<file path="src/design/sgr_pkg.sv">
// Shared constants, types and helpers for software-raised interrupt routing
`default_nettype none
package sgr_pkg;

  ////////////////////////////////////////////////////////////////////////////
  // Sizes
  localparam int NCORE = 8;
  localparam int CORE_W = 3;
  localparam int NID = 16;
  localparam int ID_W = 4;
  localparam int DATA_W = 64;
  localparam int NSACR_W = 2;

  ////////////////////////////////////////////////////////////////////////////
  // Generation register field layout
  localparam int AFF3_HI = 55;
  localparam int AFF3_LO = 48;
  localparam int RMODE_BIT = 40;
  localparam int AFF2_HI = 39;
  localparam int AFF2_LO = 32;
  localparam int ID_HI = 27;
  localparam int ID_LO = 24;
  localparam int AFF1_HI = 23;
  localparam int AFF1_LO = 16;
  localparam int LIST_LO = 0;

  // Affinity 3.2.1 shared by every connected core; affinity 0 is the core index
  localparam logic [23:0] CORE_AFF_UPPER = 24'h000000;

  ////////////////////////////////////////////////////////////////////////////
  // Reset values and access-control encodings
  localparam logic ROUTE_EN_RESET = 1'b1;
  localparam logic [NSACR_W-1:0] NSACR_NONE = 2'h0;
  localparam logic [NSACR_W-1:0] NSACR_G0 = 2'h1;
  localparam logic [NSACR_W-1:0] NSACR_G0_G1 = 2'h2;

  ////////////////////////////////////////////////////////////////////////////
  // Types
  typedef enum logic [1:0] {
    SEL_G0 = 2'h0,
    SEL_G1_CUR = 2'h1,
    SEL_G1_OTH = 2'h2
  } sgr_sel_e;

  typedef enum logic [1:0] {
    CLS_SG0 = 2'h0,
    CLS_SG1 = 2'h1,
    CLS_NSG1 = 2'h2
  } sgr_cls_e;

  typedef struct packed {
    logic valid;
    sgr_sel_e sel;
    logic [CORE_W-1:0] sender;
    logic secure;
    logic [DATA_W-1:0] data;
  } sgr_wr_s;

  typedef struct packed {
    logic valid;
    logic en_ns;
    logic en_s;
  } sgr_cfg_s;

  typedef struct packed {
    logic valid;
    logic [CORE_W-1:0] core;
    logic secure;
    logic [NSACR_W-1:0] value;
  } sgr_nsacr_s;

  typedef struct packed {
    logic valid;
    logic [CORE_W-1:0] core;
    logic [ID_W-1:0] id;
  } sgr_ack_s;

  typedef struct packed {
    logic valid;
    logic hit;
    logic [CORE_W-1:0] sender;
  } sgr_ackr_s;

  typedef struct packed {
    logic valid;
    logic [CORE_W-1:0] core;
    logic secure;
  } sgr_rd_s;

  typedef struct packed {
    logic valid;
    logic [NID-1:0] data;
  } sgr_rdr_s;

  typedef struct packed {
    logic found;
    logic [CORE_W-1:0] idx;
  } sgr_low_s;

  ////////////////////////////////////////////////////////////////////////////
  // Helpers
  function automatic sgr_cls_e core_class(input logic grp, input logic modif);
    if (grp) begin
      return CLS_NSG1;
    end
    return modif ? CLS_SG1 : CLS_SG0;
  endfunction

  function automatic logic ns_may_g0(input logic [NSACR_W-1:0] n);
    return (n == NSACR_G0) || (n == NSACR_G0_G1);
  endfunction

  function automatic logic ns_may_g1(input logic [NSACR_W-1:0] n);
    return n == NSACR_G0_G1;
  endfunction

  function automatic logic ns_visible(input sgr_cls_e c, input logic [NSACR_W-1:0] n);
    return (c == CLS_NSG1) || ((c == CLS_SG0) && ns_may_g0(n)) ||
           ((c == CLS_SG1) && ns_may_g1(n));
  endfunction

  function automatic sgr_low_s lowest_set(input logic [NCORE-1:0] v);
    sgr_low_s r;
    r = '0;
    for (int k = NCORE - 1; k >= 0; k--) begin
      if (v[k]) begin
        r.found = 1'b1;
        r.idx = CORE_W'(k);
      end
    end
    return r;
  endfunction

endpackage
`default_nettype wire

</file>
<file path="src/design/sgr_fwd.sv">
// Forward-or-drop decision for one target core
`default_nettype none
module sgr_fwd
  import sgr_pkg::*;
(
  input wire sgr_sel_e sel,
  input wire logic sender_secure,
  input wire logic grp_sel,
  input wire logic grp_mod,
  input wire logic [NSACR_W-1:0] nsacr,
  input wire logic sec_disable,
  output logic fwd
);

  sgr_cls_e cls;
  logic g0_ok;
  logic g1_ok;

  // Receiver class and what a non-secure sender may reach
  always_comb begin
    cls = core_class(grp_sel, grp_mod);
    g0_ok = ns_may_g0(nsacr) || sec_disable;
    g1_ok = ns_may_g1(nsacr);
  end

  // Forwarding matrix, one register at a time
  always_comb begin
    fwd = 1'b0;
    if (sender_secure) begin
      // Secure side reaches both worlds, on exact match except group 1 current to group 0 under security disable
      case (sel)
        SEL_G0: fwd = (cls == CLS_SG0);
        SEL_G1_CUR: fwd = (cls == CLS_SG1) || ((cls == CLS_SG0) && sec_disable);
        SEL_G1_OTH: fwd = (cls == CLS_NSG1);
        default: fwd = 1'b0;
      endcase
    end else begin
      case (sel)
        SEL_G0: fwd = (cls == CLS_SG0) && g0_ok;
        SEL_G1_CUR: begin
          fwd = (cls == CLS_NSG1) || ((cls == CLS_SG0) && g0_ok) ||
                ((cls == CLS_SG1) && g1_ok);
        end
        SEL_G1_OTH: begin
          // Other-state group 1 never lands on non-secure group 1 here
          fwd = ((cls == CLS_SG0) && g0_ok) || ((cls == CLS_SG1) && g1_ok);
        end
        default: fwd = 1'b0;
      endcase
    end
  end

endmodule
`default_nettype wire

</file>
<file path="src/design/sgr_top.sv">
// Software-raised interrupt generation, routing and per-target pending state
`default_nettype none
module sgr_top
  import sgr_pkg::*;
(
  input wire logic mclk,
  input wire logic rst,
  input wire sgr_wr_s gen_wr,
  input wire sgr_cfg_s route_wr,
  input wire sgr_nsacr_s nsacr_wr,
  input wire sgr_ack_s ack_req,
  input wire sgr_rd_s rd_req,
  input wire logic [NCORE-1:0][NID-1:0] target_group_select,
  input wire logic [NCORE-1:0][NID-1:0] target_group_modifier,
  input wire logic security_disable_bit,
  output logic [NCORE-1:0][NID-1:0] pending,
  output sgr_ackr_s ack_resp,
  output sgr_rdr_s rd_resp,
  output logic [NCORE-1:0][NSACR_W-1:0] nonsecure_access_control,
  output logic routing_enable_nonsecure,
  output logic routing_enable_secure
);

  ////////////////////////////////////////////////////////////////////////////
  // State
  sgr_wr_s req_reg, req_next;
  logic route_ns_reg, route_ns_next;
  logic route_s_reg, route_s_next;
  logic [NCORE-1:0][NSACR_W-1:0] nsacr_reg, nsacr_next;
  logic [NCORE-1:0][NID-1:0][NCORE-1:0] bank_reg, bank_next;
  logic [NCORE-1:0][NID-1:0] pend_reg, pend_next;
  sgr_ackr_s ackr_reg, ackr_next;
  sgr_rdr_s rdr_reg, rdr_next;

  logic rmode;
  logic [ID_W-1:0] req_id;
  logic upper_match;
  logic legacy;
  logic [NCORE-1:0] tgt_mask;
  logic [NCORE-1:0] fwd_vec;
  logic [NCORE-1:0] set_mask;
  logic [CORE_W-1:0] slot;
  sgr_low_s low;

  ////////////////////////////////////////////////////////////////////////////
  // Request capture; the registers are write-only, nothing reads them back
  always_comb begin
    req_next = gen_wr;
  end

  always_ff @(posedge mclk or posedge rst) begin
    if (rst) begin
      req_reg <= '0;
    end else begin
      req_reg <= req_next;
    end
  end

  ////////////////////////////////////////////////////////////////////////////
  // Configuration: routing enables and per-target access control
  always_comb begin
    route_ns_next = route_ns_reg;
    route_s_next = route_s_reg;
    nsacr_next = nsacr_reg;
    // Secure-on with nonsecure-off is refused so the pair never goes illegal
    if (route_wr.valid && !(route_wr.en_s && !route_wr.en_ns)) begin
      route_ns_next = route_wr.en_ns;
      route_s_next = route_wr.en_s;
    end
    // Non-secure attempts are dropped silently
    if (nsacr_wr.valid && nsacr_wr.secure) begin
      nsacr_next[nsacr_wr.core] = nsacr_wr.value;
    end
  end

  always_ff @(posedge mclk or posedge rst) begin
    if (rst) begin
      route_ns_reg <= ROUTE_EN_RESET;
      route_s_reg <= ROUTE_EN_RESET;
      nsacr_reg <= '0;
    end else begin
      route_ns_reg <= route_ns_next;
      route_s_reg <= route_s_next;
      nsacr_reg <= nsacr_next;
    end
  end

  ////////////////////////////////////////////////////////////////////////////
  // Target decode from the captured write
  always_comb begin
    rmode = req_reg.data[RMODE_BIT];
    req_id = req_reg.data[ID_HI:ID_LO];
    upper_match = {req_reg.data[AFF3_HI:AFF3_LO], req_reg.data[AFF2_HI:AFF2_LO],
                   req_reg.data[AFF1_HI:AFF1_LO]} == CORE_AFF_UPPER;
    // Only bits for real cores are looked at; higher list bits fall away
    for (int t = 0; t < NCORE; t++) begin
      if (rmode) begin
        tgt_mask[t] = (CORE_W'(t) != req_reg.sender);
      end else begin
        tgt_mask[t] = upper_match && req_reg.data[LIST_LO + t];
      end
    end
  end

  // One forwarding decision per target core
  for (genvar g = 0; g < NCORE; g++) begin : g_fwd
    sgr_fwd u_fwd (
      .sel(req_reg.sel),
      .sender_secure(req_reg.secure),
      .grp_sel(target_group_select[g][req_id]),
      .grp_mod(target_group_modifier[g][req_id]),
      .nsacr(nsacr_reg[g]),
      .sec_disable(security_disable_bit),
      .fwd(fwd_vec[g])
    );
  end

  always_comb begin
    set_mask = tgt_mask & fwd_vec & {NCORE{req_reg.valid}};
  end

  ////////////////////////////////////////////////////////////////////////////
  // Pending banks, acknowledge and status read
  always_comb begin
    legacy = !route_ns_reg;
    bank_next = bank_reg;
    ackr_next = '0;
    low = lowest_set(bank_reg[ack_req.core][ack_req.id]);
    // Clear first so a set in the same cycle wins
    if (ack_req.valid) begin
      ackr_next.valid = 1'b1;
      if (legacy) begin
        ackr_next.hit = low.found;
        ackr_next.sender = low.idx;
        if (low.found) begin
          bank_next[ack_req.core][ack_req.id][low.idx] = 1'b0;
        end
      end else begin
        // Whole vector cleared: leftovers from legacy banks cannot linger
        ackr_next.hit = |bank_reg[ack_req.core][ack_req.id];
        bank_next[ack_req.core][ack_req.id] = '0;
      end
    end
    // Affinity mode folds every sender into slot zero
    slot = legacy ? req_reg.sender : '0;
    for (int t = 0; t < NCORE; t++) begin
      if (set_mask[t]) begin
        bank_next[t][req_id][slot] = 1'b1;
      end
    end
    for (int t = 0; t < NCORE; t++) begin
      for (int i = 0; i < NID; i++) begin
        pend_next[t][i] = |bank_next[t][i];
      end
    end
    // Status read, masked for non-secure readers
    rdr_next.valid = rd_req.valid;
    for (int i = 0; i < NID; i++) begin
      rdr_next.data[i] = rd_req.valid && pend_reg[rd_req.core][i] && (rd_req.secure ||
        ns_visible(core_class(target_group_select[rd_req.core][i],
                              target_group_modifier[rd_req.core][i]),
                   nsacr_reg[rd_req.core]));
    end
  end

  always_ff @(posedge mclk or posedge rst) begin
    if (rst) begin
      bank_reg <= '0;
      pend_reg <= '0;
      ackr_reg <= '0;
      rdr_reg <= '0;
    end else begin
      bank_reg <= bank_next;
      pend_reg <= pend_next;
      ackr_reg <= ackr_next;
      rdr_reg <= rdr_next;
    end
  end

  // Outputs straight from flops
  assign pending = pend_reg;
  assign ack_resp = ackr_reg;
  assign rd_resp = rdr_reg;
  assign nonsecure_access_control = nsacr_reg;
  assign routing_enable_nonsecure = route_ns_reg;
  assign routing_enable_secure = route_s_reg;

  // Every identifier watched, not just one, so the read scenario reaches it
  for (genvar i = 0; i < NID; i++) begin : g_rd_chk

  end

  for (genvar t = 0; t < NCORE; t++) begin : g_chk

  end
endmodule
`default_nettype wire

</file>
<file path="config.mk">
export PLATFORM = sky130hd
export DESIGN_NAME = sgr_top
export DESIGN_NICKNAME = d
export VERILOG_FILES = /design/src/design/sgr_pkg.sv /design/src/design/sgr_fwd.sv /design/src/design/sgr_top.sv
export SDC_FILE = /design/constraint.sdc
export NUM_CORES = 2
export LEC_CHECK = 0
export BUFFER_PORTS_ARGS = -buffer_cell sky130_fd_sc_hd__buf_2
export CORE_MARGIN = 10
export CORE_UTILIZATION = 44
export DETAILED_ROUTE_END_ITERATION = 12
export SYNTH_ARGS = -nofsm -noshare
export SYNTH_HDL_FRONTEND = slang
export SYNTH_SLANG_ARGS = --single-unit
</file>
<file path="constraint.sdc">
create_clock -name mclk -period 39.9 [get_ports mclk]
set_input_delay 5.985 -clock mclk [delete_from_list [all_inputs] [get_ports mclk]]
set_output_delay 5.985 -clock mclk [all_outputs]
set_load 0.02 [all_outputs]
</file>
==> run_results.csv <==
group,metric,value,unit
worst_setup_path,path_buf_inv,6,
global_routing,grt_max_degree,167,
timing,min_period_over_period,36.0,%
power,power_density,47.1,nW/um^2
placement,pre_cts_slack,25.66,ns
global_routing,overflow,0,
worst_setup_path,crit_required,40.55,ns
floorplan,die_y,410,um
global_routing,grt_pass1_wl,512000,um
logic_synthesis,synth_warnings,0,
placement,placed_area,71200,sq um
final_layout,final_cells,9106,
cts,root_buffer,"clkbuf_16",
detailed_routing,drc,0,
worst_setup_path,cp_common_cell,"buf_4",
logic_synthesis,ys_seq_area_share,46.3,%
detailed_routing,dr.pass1.iters,7,
logic_synthesis,syn_area,66800,sq um
timing,period_minus_slack,14.36,ns
floorplan,coreArea,150000,sq um
worst_setup_path,crit_path_start,"ack_req[6]",
timing,hold_slack,0.507,ns
worst_setup_path,end_kind,"flop",
worst_setup_path,r2r_cells,12,
timing,hold_violations,0,
worst_setup_path,cp_top_family,"compound AO/OA/AOI/OAI gates",
worst_setup_path,worstPathCellList,"buf_8 > buf_4 > buf_4 > buf_4 > nor2_4 > buf_4 > a221oi_1 > o221ai_1 > a22oi_1 > a31oi_1 > a311oi_1 > nand4_1 > o21a_1 > buf_4 > o21ai_0 > o21ai_0 > or4_1",
cts,numClockSinks,1236,
placement,placed_cells,8796,
cts,cts_buffer_depth,3,
logic_synthesis,yosysUniqueCellTypes,105,
detailed_routing,detail_route.iter0.violations,11800,
cts,postCtsSetupBuffers,0,
cts,cts_resized,0,
detailed_routing,wire_per_inst,40.5,um
cts,htree_num_levels,4,
placement,dp_hpwl,248000,um
cts,clkSlewWorstSetupHoldPaths,0.06,ns
worst_setup_path,cpMaxStageDelayCell,"a22oi_1",
detailed_routing,vias,68300,
timing,max_freq,69.6,MHz
final_layout,syn_to_final_growth,14.4,%
final_layout,nNetsFinal,7291,
logic_synthesis,syn-instance-count,6653,
floorplan,die_area,168000,sq um
logic_synthesis,synth-edff-count,0,
cts,clk-insertion-delay-late,0.86,ns
timing,tightest_slew,1.58,ns
final_layout,multi_input_area,33600,sq um
logic_synthesis,synthFlopType,"dfrtp_1",
timing,fin_setup_tns,0,ns
cts,tritoncts,"built",
timing,rsz0062_at_grt,"false",
worst_setup_path,slowest_delay,0.93,ns
logic_synthesis,syn_area_per_cell,10.0,sq um
job,drv_cap,4,
floorplan,die_w,410,um
cts,postCtsHoldBufs,0,
floorplan,rows,142,
timing,drv_slew,15,
final_layout,stdcell_area,76400,sq um
status,status,"complete, but fails checks",
worst_setup_path,crit_arrival,15.01,ns
global_routing,antenna_found_initial,61,
status,violations,"max-capacitance violations, max-slew violations",
timing,setup_viol,0,
power,fin_total_pwr,3.60,mW
detailed_routing,routed_wl,369000,um
cts,cts_made_buffers,143,
logic_synthesis,synth_nets,7019,
timing,worst_clock_skew,0.0448,ns
timing,relSlewSlack,-5.65,%
global_routing,grt_pass1_vias,65600,
worst_setup_path,worstReg2RegStart,"req_id[1]$_DFF_PP0_",
final_layout,fillers,13900,
logic_synthesis,synth-seq-cells,1236,
worst_setup_path,cp.depth,17,
final_layout,post-route-util,50.8,%
power,p_leak,31.7,nW
power,max-vdd-ir-drop,36.2,uV
floorplan,pin_count,521,
final_layout,regArea,30900,sq um
floorplan,initial_core_util,44.4,%
detailed_routing,avgViaCountPerCell,7.51,
placement,io_buffers,493,
final_layout,final_layout_size_suffix_gt1_share,20.4,%
worst_setup_path,timing.rr.end,"pending[102]$_DFF_PP0_",
worst_setup_path,crit_type,"input port to flop",
min_path,hold_class,"flop to flop",
worst_setup_path,start_kind,"input port",
detailed_routing,postRouteAntennaNets,0,
global_routing,track_usage,42.4,%
final_layout,largest_reg_flops,1024,
placement,gp_congestion,1.03,
timing,setup_ws,25.54,ns
worst_setup_path,crit_path_max_fanout,51,
worst_setup_path,critPathCapture,"pending[54]$_DFF_PP0_",
logic_synthesis,synthArstFlopShare,100,%
worst_setup_path,rrSetupSlack,32.48,ns
worst min-delay path by stage:
| stage | from | to | slack [ns] | cells past startpoint |
|---|---|---|---|---|
| floorplan | bank_reg[496]$_DFF_PP0_ | bank_reg[496]$_DFF_PP0_ | 0.46 | 2 |
| global placement | bank_reg[368]$_DFF_PP0_ | bank_reg[368]$_DFF_PP0_ | 0.48 | 2 |
| detailed placement | bank_reg[33]$_DFF_PP0_ | bank_reg[33]$_DFF_PP0_ | 0.49 | 1 |
| CTS | bank_reg[33]$_DFF_PP0_ | bank_reg[33]$_DFF_PP0_ | 0.51 | 1 |
| global route | bank_reg[105]$_DFF_PP0_ | bank_reg[105]$_DFF_PP0_ | 0.53 | 1 |
| finish | bank_reg[105]$_DFF_PP0_ | bank_reg[105]$_DFF_PP0_ | 0.51 | 1 |
cell usage after synthesis (all sizes together) (17+ instances only):
library cell  number  area [sq um]
nand2b            31           194
o221ai            35           307
or3               40           255
a31oi             39           259
and2              23           144
nor2             224           860
nand4b            21           184
dfrtp           1234         30900
a2111oi           17           155
mux2i            186          1860
or4               82           616
a221oi            71           622
inv               34           128
a22oi             81           608
o21ai           1848          9250
nor4b             17           149
o22ai            114           713
mux4             235          5310
nand2            526          1970
a22o              26           228
or2               44           275
a211oi            28           215
nor3              58           302
nand3             91           460
a21o              23           173
nand3b            25           188
nand4bb           19           214
a2111o            26           293
buf              178          1060
clkbuf           388          1460
or3b              30           263
nor4              44           333
a21oi            132           668
nand4             22           156
mux2             116          1310
a2bb2oi           40           350
nor2b             28           175
o211ai            99           743
a221o             21           210
o311ai            29           262
o2bb2ai           19           166
o21a              17           128
and3              24           150
or4b              43           430
area by class of cell:
type	instances	share of cell area, %
clock buffers	201	5.43
multi-input cells	4814	43.9
diodes	53	0.174
repair buffers	693	5.36
inverters	37	0.187
flip-flops and latches	1236	40.5
well taps	2016	3.30
clock inverters	56	1.13
worst register-to-register path, cell delays in order, from the launching register on:
cell and delay, ns:
dfrtp_4 0.82, buf_4 0.72, nor2_1 0.36, a221oi_1 0.69, o21ai_0 0.17, a211oi_1 0.61
or4_4 0.63, buf_4 0.64, buf_4 0.67, o21ai_0 0.25, or3b_2 0.50, or4_1 0.48
or4b_1 0.68
logic make-up after synthesis:
kind of cell | count (synthesis) | synth area share (%)
and+or+nand+nor | 1426 | 11.4
AOI/OAI and AO/OA | 2838 | 25.4
adders and majority gates | 13 | 0.244
DFF | 1236 | 46.3
buffers and inverters | 603 | 3.97
muxes | 537 | 12.7
where the power goes:
part / leakage (nW) / switching [mW] / internal (mW)
clock network: 2.44 / 0.603 / 0.824
logic: 13.1 / 0.545 / 0.216
registers: 16.1 / 0.0675 / 1.35
metal layers:
metal  track usage, %  up-vias  wire length, um  part of all wire (%)
met1             52.4    34000           130000                    35
met2             57.6     6390           148000                    40
li1                 -    26200                -                     -
met5             1.61        -              635                  0.17
met3             20.7     1725            59200                    16
met4             28.8       42            31600                   8.6
layout by cell type, fill, tap and decap left out, types with 26 or more instances in the layout:
| cell type | netlist | final |
|---|---|---|
| a2111o_1 | 26 | 26 |
| a211oi_1 | 27 | 27 |
| a21oi_1 | 130 | 126 |
| a221oi_1 | 71 | 71 |
| a22o_1 | 26 | 26 |
| a22oi_1 | 81 | 81 |
| a2bb2oi_1 | 40 | 40 |
| a31oi_1 | 38 | 32 |
| buf_2 | 94 | 487 |
| buf_4 | 30 | 195 |
| clkbuf_16 | 0 | 145 |
| clkbuf_8 | 0 | 32 |
| dfrtp_1 | 1234 | 1231 |
| diode_2 | 0 | 53 |
| inv_1 | 32 | 29 |
| mux2_2 | 112 | 112 |
| mux2i_1 | 186 | 186 |
| mux4_2 | 231 | 231 |
| nand2_1 | 526 | 525 |
| nand2b_1 | 31 | 29 |
| nand3_1 | 90 | 90 |
| nor2_1 | 222 | 212 |
| nor3_1 | 57 | 49 |
| nor4_1 | 39 | 36 |
| o211ai_1 | 99 | 99 |
| o21ai_0 | 1812 | 1812 |
| o21ai_1 | 36 | 36 |
| o221ai_1 | 35 | 35 |
| o22ai_1 | 114 | 114 |
| or2_2 | 41 | 41 |
| or3_1 | 39 | 39 |
| or4_1 | 82 | 80 |
| or4b_1 | 42 | 42 |
(Power assumes the default switching activity.)
